--- src/pdl_pkg.sv ---
// package: register map, field layout and types of the diagnostic/led/crossover register bank
// Function
// - the negotiation-failed flag at bit 12 is set when negotiation ends without a shared technology, holds until the register is read, and the read clears it.
// - bit 11 reports the negotiated duplex, one for full and zero for half.
// - bit 10 reports the negotiated speed, one for 100 Mb/s and zero for 10 Mb/s.
// - bit 9 is set when a receive signal (100 Mb/s) or Manchester data (10 Mb/s) is detected.
// - bit 8 is set while the receive loop is locked at the selected speed.
// - the negotiation diagnostic register is at address 0x12, read-only except the clear-on-read flag, and resets to zero.
// - the two-bit amplitude field at bits 15:14 selects 0.0, 0.4, 0.8 or 1.2 dB compensation for codes 0 to 3.
// - the transceiver control register is at address 0x13, read/write, reset 0x4000.
// - bits 7:4 choose the second indicator source and default to activity, code 1.
// - bits 3:0 choose the first indicator source and default to link good, code 0.
// - source codes decode as 0 link, 1 activity, 5 fast, 6 slow, 7 full duplex, 8 link blinking on activity; 2 to 4 are reserved.
// - the indicator register is at address 0x17, read/write, reset 0x0010, upper byte reads zero.
// - the crossover register is at address 0x18, read/write, reset 0x00c0.
// - a crossover seed programmed as zero is replaced by a seed of 5.
// - the registers are reached over the management serial path by register address.
package pdl_pkg;

  // ----------------------------------------
  // register addresses
  // ----------------------------------------
  localparam logic [4:0] PDL_ADDR_DIAG = 5'h12;
  localparam logic [4:0] PDL_ADDR_GAIN = 5'h13;
  localparam logic [4:0] PDL_ADDR_IND = 5'h17;
  localparam logic [4:0] PDL_ADDR_XOVR = 5'h18;

  // ----------------------------------------
  // reset values and writable masks
  // ----------------------------------------
  localparam logic [15:0] PDL_RST_DIAG = 16'h0000;
  localparam logic [15:0] PDL_RST_GAIN = 16'h4000;
  localparam logic [15:0] PDL_RST_IND = 16'h0010;
  localparam logic [15:0] PDL_RST_XOVR = 16'h00c0;
  localparam logic [15:0] PDL_MASK_GAIN = 16'hc000;
  localparam logic [15:0] PDL_MASK_IND = 16'h00ff;
  localparam logic [15:0] PDL_MASK_XOVR = 16'hffff;

  // ----------------------------------------
  // field positions
  // ----------------------------------------
  localparam int PDL_BIT_FAIL = 12;
  localparam int PDL_BIT_FULL_DUPLEX_RESULT = 11;
  localparam int PDL_BIT_SPEED = 10;
  localparam int PDL_BIT_SIGDET = 9;
  localparam int PDL_BIT_LOCK = 8;
  localparam int PDL_AMP_LSB = 14;
  localparam int PDL_IND_B_LSB = 4;
  localparam int PDL_IND_A_LSB = 0;
  localparam int PDL_SEED_LSB = 0;
  localparam logic [3:0] PDL_SEED_DEFAULT = 4'h5;

  // ----------------------------------------
  // indicator source codes
  // ----------------------------------------
  typedef enum logic [3:0] {
    PDL_SRC_LINK = 4'h0,
    PDL_SRC_ACT = 4'h1,
    PDL_SRC_FAST = 4'h5,
    PDL_SRC_SLOW = 4'h6,
    PDL_SRC_FDX = 4'h7,
    PDL_SRC_LINK_BLINK = 4'h8
  } pdl_src_t;

  // ----------------------------------------
  // carriers
  // ----------------------------------------
  typedef struct packed {
    logic neg_done;
    logic neg_fail;
    logic full_duplex_result;
    logic speed_100;
    logic receive_signal_detected;
    logic rx_lock;
    logic link_good;
    logic activity;
    logic blink;
  } pdl_phy_status_t;

  typedef struct packed {
    logic req;
    logic wr;
    logic [4:0] addr;
    logic [15:0] wdata;
  } pdl_mgmt_req_t;

  typedef struct packed {
    logic ack;
    logic hit;
    logic [15:0] rdata;
  } pdl_mgmt_rsp_t;

  typedef struct packed {
    logic [1:0] transmit_amplitude_code;
    logic indicator_a;
    logic indicator_b;
    logic [3:0] crossover_seed;
  } pdl_ctrl_t;

endpackage

--- src/pdl_indicator.sv ---
// indicator output: one source selector driving one registered led level
`timescale 1ns/1ps
`default_nettype none
module pdl_indicator
  import pdl_pkg::*;
(
  // clock and reset
  input wire logic clk_sys_in,
  input wire logic rst_n_in,
  // selection and status
  input wire logic [3:0] source_in,
  input wire pdl_phy_status_t status_in,
  // indicator
  output logic led_out
);

  typedef struct packed {
    logic led;
  } pdl_ind_state_t;

  pdl_ind_state_t state;
  pdl_ind_state_t next_state;

  // ----------------------------------------
  // source decode
  // ----------------------------------------
  always_comb begin
    next_state = state;
    case (source_in)
      PDL_SRC_LINK: begin
        next_state.led = status_in.link_good;
      end
      PDL_SRC_ACT: begin
        next_state.led = status_in.activity;
      end
      PDL_SRC_FAST: begin
        next_state.led = status_in.speed_100;
      end
      PDL_SRC_SLOW: begin
        next_state.led = ~status_in.speed_100;
      end
      PDL_SRC_FDX: begin
        next_state.led = status_in.full_duplex_result;
      end
      PDL_SRC_LINK_BLINK: begin
        next_state.led = status_in.link_good & ~(status_in.activity & status_in.blink);
      end
      default: begin
        next_state.led = 1'b0;
      end
    endcase
  end

  always_ff @(posedge clk_sys_in or negedge rst_n_in) begin
    if (!rst_n_in) begin
      state <= '0;
    end else begin
      state <= next_state;
    end
  end

  assign led_out = state.led;

  // ----------------------------------------
  // checks
  // ----------------------------------------
  property p_ind_link;
    @(posedge clk_sys_in) disable iff (!rst_n_in)
      (source_in == PDL_SRC_LINK) |=> (led_out == $past(status_in.link_good));
  endproperty
  a_ind_link: assert property (p_ind_link) else $error("led not following link");

  property p_ind_reserved;
    @(posedge clk_sys_in) disable iff (!rst_n_in)
      (source_in inside {4'h2, 4'h3, 4'h4}) |=> !led_out;
  endproperty
  a_ind_reserved: assert property (p_ind_reserved) else $error("reserved source lit led");

endmodule
`default_nettype wire

--- src/pdl_regs.sv ---
// diagnostic, transceiver gain, indicator and crossover register bank
`timescale 1ns/1ps
`default_nettype none
module pdl_regs
  import pdl_pkg::*;
(
  // clock and reset
  input wire logic clk_sys_in,
  input wire logic rst_n_in,
  // management access
  input wire pdl_mgmt_req_t mgmt_req_in,
  output pdl_mgmt_rsp_t mgmt_rsp_out,
  // transceiver status
  input wire pdl_phy_status_t phy_status_in,
  // controls and indicators
  output pdl_ctrl_t ctrl_out
);

  typedef struct packed {
    logic neg_fail;
    logic full_duplex_result;
    logic speed_100;
    logic receive_signal_detected;
    logic rx_lock;
    logic [15:0] gain;
    logic [7:0] ind;
    logic [15:0] xovr;
    pdl_mgmt_rsp_t rsp;
    logic [1:0] amp;
    logic [3:0] seed;
  } pdl_reg_state_t;

  pdl_reg_state_t state;
  pdl_reg_state_t next_state;
  logic led_a;
  logic led_b;
  logic rd_diag;
  logic wr_hit;
  logic [15:0] diag_word;

  // ----------------------------------------
  // access decode
  // ----------------------------------------
  assign rd_diag = mgmt_req_in.req & ~mgmt_req_in.wr & (mgmt_req_in.addr == PDL_ADDR_DIAG);
  assign wr_hit = mgmt_req_in.req & mgmt_req_in.wr;

  always_comb begin
    diag_word = PDL_RST_DIAG;
    diag_word[PDL_BIT_FAIL] = state.neg_fail;
    diag_word[PDL_BIT_FULL_DUPLEX_RESULT] = state.full_duplex_result;
    diag_word[PDL_BIT_SPEED] = state.speed_100;
    diag_word[PDL_BIT_SIGDET] = state.receive_signal_detected;
    diag_word[PDL_BIT_LOCK] = state.rx_lock;
  end

  // ----------------------------------------
  // next state
  // ----------------------------------------
  always_comb begin
    next_state = state;
    next_state.full_duplex_result = phy_status_in.full_duplex_result;
    next_state.speed_100 = phy_status_in.speed_100;
    next_state.receive_signal_detected = phy_status_in.receive_signal_detected;
    next_state.rx_lock = phy_status_in.rx_lock;
    // read clears, a failure in the same cycle wins
    if (rd_diag) begin
      next_state.neg_fail = 1'b0;
    end
    if (phy_status_in.neg_done & phy_status_in.neg_fail) begin
      next_state.neg_fail = 1'b1;
    end
    // writes keep read-only and reserved bits
    if (wr_hit) begin
      case (mgmt_req_in.addr)
        PDL_ADDR_GAIN: begin
          next_state.gain = mgmt_req_in.wdata & PDL_MASK_GAIN;
        end
        PDL_ADDR_IND: begin
          next_state.ind = mgmt_req_in.wdata[7:0];
        end
        PDL_ADDR_XOVR: begin
          next_state.xovr = mgmt_req_in.wdata & PDL_MASK_XOVR;
        end
        default: begin
          next_state.gain = state.gain;
        end
      endcase
    end
    // response one cycle after the request
    next_state.rsp.ack = mgmt_req_in.req;
    next_state.rsp.hit = 1'b0;
    next_state.rsp.rdata = 16'h0000;
    if (mgmt_req_in.req) begin
      case (mgmt_req_in.addr)
        PDL_ADDR_DIAG: begin
          next_state.rsp.hit = 1'b1;
          next_state.rsp.rdata = mgmt_req_in.wr ? 16'h0000 : diag_word;
        end
        PDL_ADDR_GAIN: begin
          next_state.rsp.hit = 1'b1;
          next_state.rsp.rdata = mgmt_req_in.wr ? 16'h0000 : state.gain;
        end
        PDL_ADDR_IND: begin
          next_state.rsp.hit = 1'b1;
          next_state.rsp.rdata = mgmt_req_in.wr ? 16'h0000 : {8'h00, state.ind};
        end
        PDL_ADDR_XOVR: begin
          next_state.rsp.hit = 1'b1;
          next_state.rsp.rdata = mgmt_req_in.wr ? 16'h0000 : state.xovr;
        end
        default: begin
          next_state.rsp.hit = 1'b0;
        end
      endcase
    end
    next_state.amp = next_state.gain[PDL_AMP_LSB +: 2];
    if (next_state.xovr[PDL_SEED_LSB +: 4] == 4'h0) begin
      next_state.seed = PDL_SEED_DEFAULT;
    end else begin
      next_state.seed = next_state.xovr[PDL_SEED_LSB +: 4];
    end
  end

  // ----------------------------------------
  // state register
  // ----------------------------------------
  always_ff @(posedge clk_sys_in or negedge rst_n_in) begin
    if (!rst_n_in) begin
      state.neg_fail <= 1'b0;
      state.full_duplex_result <= 1'b0;
      state.speed_100 <= 1'b0;
      state.receive_signal_detected <= 1'b0;
      state.rx_lock <= 1'b0;
      state.gain <= PDL_RST_GAIN;
      state.ind <= PDL_RST_IND[7:0];
      state.xovr <= PDL_RST_XOVR;
      state.rsp <= '0;
      state.amp <= PDL_RST_GAIN[PDL_AMP_LSB +: 2];
      state.seed <= PDL_SEED_DEFAULT;
    end else begin
      state <= next_state;
    end
  end

  // ----------------------------------------
  // indicators
  // ----------------------------------------
  pdl_indicator u_ind_a (
    .clk_sys_in(clk_sys_in),
    .rst_n_in(rst_n_in),
    .source_in(state.ind[PDL_IND_A_LSB +: 4]),
    .status_in(phy_status_in),
    .led_out(led_a)
  );

  pdl_indicator u_ind_b (
    .clk_sys_in(clk_sys_in),
    .rst_n_in(rst_n_in),
    .source_in(state.ind[PDL_IND_B_LSB +: 4]),
    .status_in(phy_status_in),
    .led_out(led_b)
  );

  assign mgmt_rsp_out = state.rsp;
  assign ctrl_out = '{transmit_amplitude_code: state.amp, indicator_a: led_a,
    indicator_b: led_b, crossover_seed: state.seed};

  // ----------------------------------------
  // checks
  // ----------------------------------------
  property p_fail_sticky;
    @(posedge clk_sys_in) disable iff (!rst_n_in)
      (state.neg_fail && !rd_diag) |=> state.neg_fail;
  endproperty
  a_fail_sticky: assert property (p_fail_sticky) else $error("failure flag dropped unread");

  property p_fail_set;
    @(posedge clk_sys_in) disable iff (!rst_n_in)
      (phy_status_in.neg_done && phy_status_in.neg_fail) |=> state.neg_fail;
  endproperty
  a_fail_set: assert property (p_fail_set) else $error("failure flag not set");

  property p_fail_read;
    @(posedge clk_sys_in) disable iff (!rst_n_in)
      (rd_diag && state.neg_fail) |=> mgmt_rsp_out.rdata[PDL_BIT_FAIL];
  endproperty
  a_fail_read: assert property (p_fail_read) else $error("read missed failure flag");

  property p_full_duplex_result;
    @(posedge clk_sys_in) disable iff (!rst_n_in)
      1'b1 |=> (state.full_duplex_result == $past(phy_status_in.full_duplex_result));
  endproperty
  a_full_duplex_result: assert property (p_full_duplex_result) else $error("duplex result wrong");

  property p_speed;
    @(posedge clk_sys_in) disable iff (!rst_n_in)
      rd_diag ##1 1'b1 |-> (mgmt_rsp_out.rdata[PDL_BIT_SPEED] == $past(state.speed_100));
  endproperty
  a_speed: assert property (p_speed) else $error("speed bit wrong");

  property p_sigdet;
    @(posedge clk_sys_in) disable iff (!rst_n_in)
      1'b1 |=> (state.receive_signal_detected == $past(phy_status_in.receive_signal_detected));
  endproperty
  a_sigdet: assert property (p_sigdet) else $error("signal detect wrong");

  property p_lock;
    @(posedge clk_sys_in) disable iff (!rst_n_in)
      1'b1 |=> (state.rx_lock == $past(phy_status_in.rx_lock));
  endproperty
  a_lock: assert property (p_lock) else $error("lock bit wrong");

  property p_diag_reserved;
    @(posedge clk_sys_in) disable iff (!rst_n_in)
      rd_diag |=> (mgmt_rsp_out.rdata[15:13] == 3'h0 && mgmt_rsp_out.rdata[7:0] == 8'h00);
  endproperty
  a_diag_reserved: assert property (p_diag_reserved) else $error("diag reserved set");

  property p_amp;
    @(posedge clk_sys_in) disable iff (!rst_n_in)
      (wr_hit && mgmt_req_in.addr == PDL_ADDR_GAIN)
        |=> (ctrl_out.transmit_amplitude_code == $past(mgmt_req_in.wdata[15:14]));
  endproperty
  a_amp: assert property (p_amp) else $error("amplitude not taken");

  property p_gain_reserved;
    @(posedge clk_sys_in) disable iff (!rst_n_in)
      1'b1 |-> (state.gain[13:0] == 14'h0000);
  endproperty
  a_gain_reserved: assert property (p_gain_reserved) else $error("gain reserved set");

  property p_ind_upper;
    @(posedge clk_sys_in) disable iff (!rst_n_in)
      (mgmt_req_in.req && !mgmt_req_in.wr && mgmt_req_in.addr == PDL_ADDR_IND)
        |=> (mgmt_rsp_out.rdata[15:8] == 8'h00);
  endproperty
  a_ind_upper: assert property (p_ind_upper) else $error("led upper byte set");

  property p_seed;
    @(posedge clk_sys_in) disable iff (!rst_n_in)
      (state.xovr[3:0] == 4'h0) |-> (ctrl_out.crossover_seed == 4'h5);
  endproperty
  a_seed: assert property (p_seed) else $error("zero seed not replaced");

  property p_ack;
    @(posedge clk_sys_in) disable iff (!rst_n_in)
      mgmt_req_in.req |=> mgmt_rsp_out.ack;
  endproperty
  a_ack: assert property (p_ack) else $error("no answer");

  property p_fail_clear;
    @(posedge clk_sys_in) disable iff (!rst_n_in)
      (rd_diag && !(phy_status_in.neg_done && phy_status_in.neg_fail)) |=> !state.neg_fail;
  endproperty
  a_fail_clear: assert property (p_fail_clear) else $error("read did not clear flag");

  property p_diag_ro;
    @(posedge clk_sys_in) disable iff (!rst_n_in)
      (wr_hit && mgmt_req_in.addr == PDL_ADDR_DIAG && !state.neg_fail
        && !(phy_status_in.neg_done && phy_status_in.neg_fail)) |=> !state.neg_fail;
  endproperty
  a_diag_ro: assert property (p_diag_ro) else $error("write reached failure flag");

  property p_gain_keep;
    @(posedge clk_sys_in) disable iff (!rst_n_in)
      (wr_hit && mgmt_req_in.addr != PDL_ADDR_GAIN) |=> (state.gain == $past(state.gain));
  endproperty
  a_gain_keep: assert property (p_gain_keep) else $error("gain changed by other write");

  property p_ind_keep;
    @(posedge clk_sys_in) disable iff (!rst_n_in)
      (wr_hit && mgmt_req_in.addr != PDL_ADDR_IND) |=> (state.ind == $past(state.ind));
  endproperty
  a_ind_keep: assert property (p_ind_keep) else $error("led config changed by other write");

  property p_xovr_keep;
    @(posedge clk_sys_in) disable iff (!rst_n_in)
      (wr_hit && mgmt_req_in.addr != PDL_ADDR_XOVR) |=> (state.xovr == $past(state.xovr));
  endproperty
  a_xovr_keep: assert property (p_xovr_keep) else $error("crossover changed by other write");

  property p_wr_rdata;
    @(posedge clk_sys_in) disable iff (!rst_n_in)
      (mgmt_req_in.req && mgmt_req_in.wr) |=> (mgmt_rsp_out.rdata == 16'h0000);
  endproperty
  a_wr_rdata: assert property (p_wr_rdata) else $error("write returned data");

  logic addr_mapped;
  assign addr_mapped = mgmt_req_in.addr inside {PDL_ADDR_DIAG, PDL_ADDR_GAIN, PDL_ADDR_IND,
    PDL_ADDR_XOVR};

  property p_hit;
    @(posedge clk_sys_in) disable iff (!rst_n_in)
      (mgmt_req_in.req && addr_mapped) |=> mgmt_rsp_out.hit;
  endproperty
  a_hit: assert property (p_hit) else $error("mapped address missed");

  property p_miss;
    @(posedge clk_sys_in) disable iff (!rst_n_in)
      (mgmt_req_in.req && !addr_mapped)
        |=> (!mgmt_rsp_out.hit && mgmt_rsp_out.rdata == 16'h0000);
  endproperty
  a_miss: assert property (p_miss) else $error("unmapped address answered");

  property p_ack_once;
    @(posedge clk_sys_in) disable iff (!rst_n_in)
      !mgmt_req_in.req |=> !mgmt_rsp_out.ack;
  endproperty
  a_ack_once: assert property (p_ack_once) else $error("answer without request");

  property p_gain_read;
    @(posedge clk_sys_in) disable iff (!rst_n_in)
      (mgmt_req_in.req && !mgmt_req_in.wr && mgmt_req_in.addr == PDL_ADDR_GAIN)
        |=> (mgmt_rsp_out.rdata == $past(state.gain));
  endproperty
  a_gain_read: assert property (p_gain_read) else $error("gain read wrong");

  property p_ind_read;
    @(posedge clk_sys_in) disable iff (!rst_n_in)
      (mgmt_req_in.req && !mgmt_req_in.wr && mgmt_req_in.addr == PDL_ADDR_IND)
        |=> (mgmt_rsp_out.rdata[7:0] == $past(state.ind));
  endproperty
  a_ind_read: assert property (p_ind_read) else $error("led config read wrong");

  property p_xovr_read;
    @(posedge clk_sys_in) disable iff (!rst_n_in)
      (mgmt_req_in.req && !mgmt_req_in.wr && mgmt_req_in.addr == PDL_ADDR_XOVR)
        |=> (mgmt_rsp_out.rdata == $past(state.xovr));
  endproperty
  a_xovr_read: assert property (p_xovr_read) else $error("crossover read wrong");

  property p_diag_read;
    @(posedge clk_sys_in) disable iff (!rst_n_in)
      rd_diag |=> (mgmt_rsp_out.rdata == $past(diag_word));
  endproperty
  a_diag_read: assert property (p_diag_read) else $error("diag read wrong");

  property p_seed_copy;
    @(posedge clk_sys_in) disable iff (!rst_n_in)
      (state.xovr[3:0] != 4'h0) |-> (ctrl_out.crossover_seed == state.xovr[3:0]);
  endproperty
  a_seed_copy: assert property (p_seed_copy) else $error("seed not taken");

  c_fail_read: cover property (@(posedge clk_sys_in) disable iff (!rst_n_in)
    state.neg_fail ##1 rd_diag ##1 !state.neg_fail);
  c_gain_wr: cover property (@(posedge clk_sys_in) disable iff (!rst_n_in)
    wr_hit && mgmt_req_in.addr == PDL_ADDR_GAIN);
  c_ind_wr: cover property (@(posedge clk_sys_in) disable iff (!rst_n_in)
    wr_hit && mgmt_req_in.addr == PDL_ADDR_IND);
  c_seed_zero: cover property (@(posedge clk_sys_in) disable iff (!rst_n_in)
    state.xovr[3:0] == 4'h0);

endmodule
`default_nettype wire

--- config.mk ---
export PLATFORM = sky130hd
export DESIGN_NAME = pdl_regs
export DESIGN_NICKNAME = d
export VERILOG_FILES = /design/src/pdl_pkg.sv /design/src/pdl_indicator.sv /design/src/pdl_regs.sv
export SDC_FILE = /design/constraint.sdc
export NUM_CORES = 1
export LEC_CHECK = 0
export BUFFER_PORTS_ARGS = -buffer_cell sky130_fd_sc_hd__clkbuf_2
export CORE_ASPECT_RATIO = 0.6
export CORE_UTILIZATION = 40
export CTS_BUF_LIST = sky130_fd_sc_hd__clkbuf_8
export DETAILED_ROUTE_END_ITERATION = 8
export GPL_ROUTABILITY_DRIVEN = 0
export PLACE_DENSITY_LB_ADDON = 0.2
export SLEW_MARGIN = 20
export SYNTH_ARGS = -nofsm -noshare
export SYNTH_HDL_FRONTEND = slang
export SYNTH_SLANG_ARGS = --single-unit
--- constraint.sdc ---
create_clock -name clk_sys_in -period 0.97 [get_ports clk_sys_in]
set_input_delay 0.291 -clock clk_sys_in [delete_from_list [all_inputs] [get_ports clk_sys_in]]
set_output_delay 0.291 -clock clk_sys_in [all_outputs]
set_load 0.05 [all_outputs]
==> metrics.txt <==
run status=finished, violations left; failing checks=negative setup slack; Distinct cells, synth=37; Seq/Total Area, Yosys=52.6%; hold_ws=0.0768 ns; largest net degree at the start of global routing=29; Gate Count Post-Synth=215; Die Y=64.8 µm; post-synth top area share=46.6%; Worst Path Max Fanout=5; startpoint types=primary input; slowest stage delay, CP=0.30 ns; DRT Pass-1 Iters=4; IO Pins=60; Avg Cell Area, Syn=12.2 µm²; Worst-Skew Late Latency=0.31 ns; Crit path top cell by count=buf_6; unrepaired setup endpoints after global routing=true; Final Cycle Share=144%; first-pass GRT wire length=11200 µm; clock root cell=clkbuf_8; required time of the critical path=1.17 ns; syn nets=249; # rows=22; initial antenna violation count=0; register bit total from synthesis=55; Final Hold Fails=0; # fillers=425; clk buf depth=2; worst hold stages=1; Core Box Area=6220 µm²; Worst Hold End=diag_word[8]; critical path type=in -> reg; final wirelength=7700 µm; R2R setup slack=-0.22 ns; total gr overflow=0; post-synth top area cell=dfrtp_1; top-count cell post-synth=dfrtp_1; critical path endpoint category=register; Wirelength per Cell=20.1 µm; worst vdd ir=981 µV; ANT cells=0; Worst path slowest cell=mux2_4; Post-synth EDFFs=0; min cycle time layout=1.40 ns; chip width=107 µm; fin worst setup slack=-0.431 ns; final instance area=4300 µm²; DIE AREA=6910 µm²; Syn Std Cell Area=2630 µm²; Pwr Density=1320 nW/µm²; Syn-to-layout area delta=63.6%; count of final setup violators=76; post-DP HPWL=4590 µm; GRT Overall Usage=21.8%; share of cells above drive strength 1=70.7%; Vias=2054; Iter 0 DRT Violations=66; Slew Viols, Final=0; antenna-violating nets left=0; Synth Flop Type=dfrtp_1; reg2reg end=mgmt_rsp_out[4]; worst-case reg-to-reg path depth=2; nets@finish=333; Initial Util=42.3%; min-delay worst type=in -> reg; vias in the first global route=2041; Cell Area, Placed=3190 µm²; Inserted Clock Buffers=5; Critical Path AT=1.60 ns; Synth top cells by count=dfrtp_1, buf_4, nand3_1; CTS tree=built; Worst R2R Start=state[44]; vias per cell=5.35; DRC errors left=0; top cells by area, synth=dfrtp_1, mux2_1, buf_4; Clock transition at path regs=0.10 ns; hold path startpoint=phy_status_in[3]; Async S/R FF share, synth=100%; # clock sinks=55; Leak=1.87 nW; H-tree levels=2; max_slew headroom=67.9%; Synth Warn #=0; actual slew at the worst max-slew pin=0.482 ns; Worst Skew=0.00895 ns; CP Cell Sequence=buf_8 -> nor4b_4 -> buf_6 -> nand4_1 -> buf_6 -> clkbuf_16 -> mux2_4; IO Port Bufs=59; Fmax=714 MHz; maxcap violations=0
-- flip-flops by register name, summed over array words and instances, names as in the netlist --
register         cells
mgmt_rsp_out        18
diag_word            5
ctrl_out             4
state               26
u_ind_a.led_out      1
u_ind_b.led_out      1
-- worst max-delay path: cells and delay by family --
family | cells | cell delay [ns]
simple gates | 2 | 0.40
mux | 1 | 0.30
buf+inv | 4 | 0.61
-- worst max path at each step --
| stage | cells past startpoint | from | to | slack [ns] |
|---|---|---|---|---|
| global placement | 5 | mgmt_req_in[18] | mgmt_rsp_out[0] | -0.93 |
| detailed placement | 5 | mgmt_req_in[18] | mgmt_rsp_out[0] | -1.04 |
| global route | 7 | mgmt_req_in[18] | state[38] | -0.46 |
| CTS | 1 | state[62] | ctrl_out[6] | -0.36 |
| floorplan | 4 | mgmt_req_in[18] | state[24] | -0.52 |
| finish | 7 | mgmt_req_in[18] | state[38] | -0.43 |
-- metrics by stage --
stage | setup TNS (ns) | setup WS (ns) | util [%] | std cells | power [mW]
6_report | -20.86 | -0.431 | 69.2 | 384 | 5.69
5_1_grt | -23.47 | -0.462 | 69.2 | 384 | 5.93
4_1_cts | -18.37 | -0.360 | 63.7 | 373 | 5.48
3_5_place_dp | -32.02 | -1.04 | 51.3 | 358 | 3.97
3_3_place_gp | -31.94 | -0.933 | 51.3 | 358 | 3.95
2_1_floorplan | -20.31 | -0.519 | - | 215 | 3.46
-- layer usage --
metal  track usage [%]  part of all wire [%]  up-vias
met1              32.9                    51     1048
met5                 0                     0        -
met3              5.43                   5.2       14
li1                  -                     -      928
met4              4.45                   1.4        0
met2              31.3                    43       64
-- power by group --
part | leakage, nW | internal, mW | switching (mW)
clock network | 0.0493 | 0.501 | 0.761
registers | 0.706 | 2.55 | 0.241
logic | 1.11 | 0.847 | 0.792
-- logic make-up (layout without fill, tap and decap cells) --
logic type,Yosys count,count (layout),share of synthesized area [%]
flops,55,55,52.6
simple gates,59,59,13.3
buf+inv,43,128,10.3
mux,30,30,12.7
compound gates,28,28,11.1
-- placed cells by master, fill, tap and decap left out, types with 2 or more instances in the layout --
cell type  count
a2111oi_4     14
buf_12         7
buf_4         34
buf_6         12
buf_8         30
clkbuf_16      3
clkbuf_2      28
clkbuf_8       5
dfrtp_1       46
dfrtp_2        3
dfstp_2        6
inv_1          6
mux2_2         8
mux2_4        20
nand3_1        6
nand3_2       13
nand3_4        6
nand3b_1       5
nand4_1        2
nor2_1         5
nor2b_1        3
nor3_1         4
nor3_2         3
o221a_2        2
-- final cells by class --
cell class                      count  area [µm²]  share of cell area (%)
Inverter                            5        18.8                   0.436
Clock buffer                        5        68.8                    1.60
Timing Repair Buffer              115        1210                    28.0
Tap cell                           84         105                    2.44
Clock inverter                      3        17.5                   0.407
Sequential cell                    55        1390                    32.2
Multi-Input combinational cell    117        1500                    34.8
-- timing repair --
| action | in CTS | in global routing |
|---|---|---|
| hold endpoints to repair | 4 | 0 |
| endpoints found under the setup margin | 76 | 76 |
| hold buffers | 1 | 0 |
| cloned | 1 | 5 |
| buffers inserted | 5 | 6 |
| resized for setup | 120 | 66 |
| pin swaps | 8 | 15 |
Power figures use the tool's default switching activity.
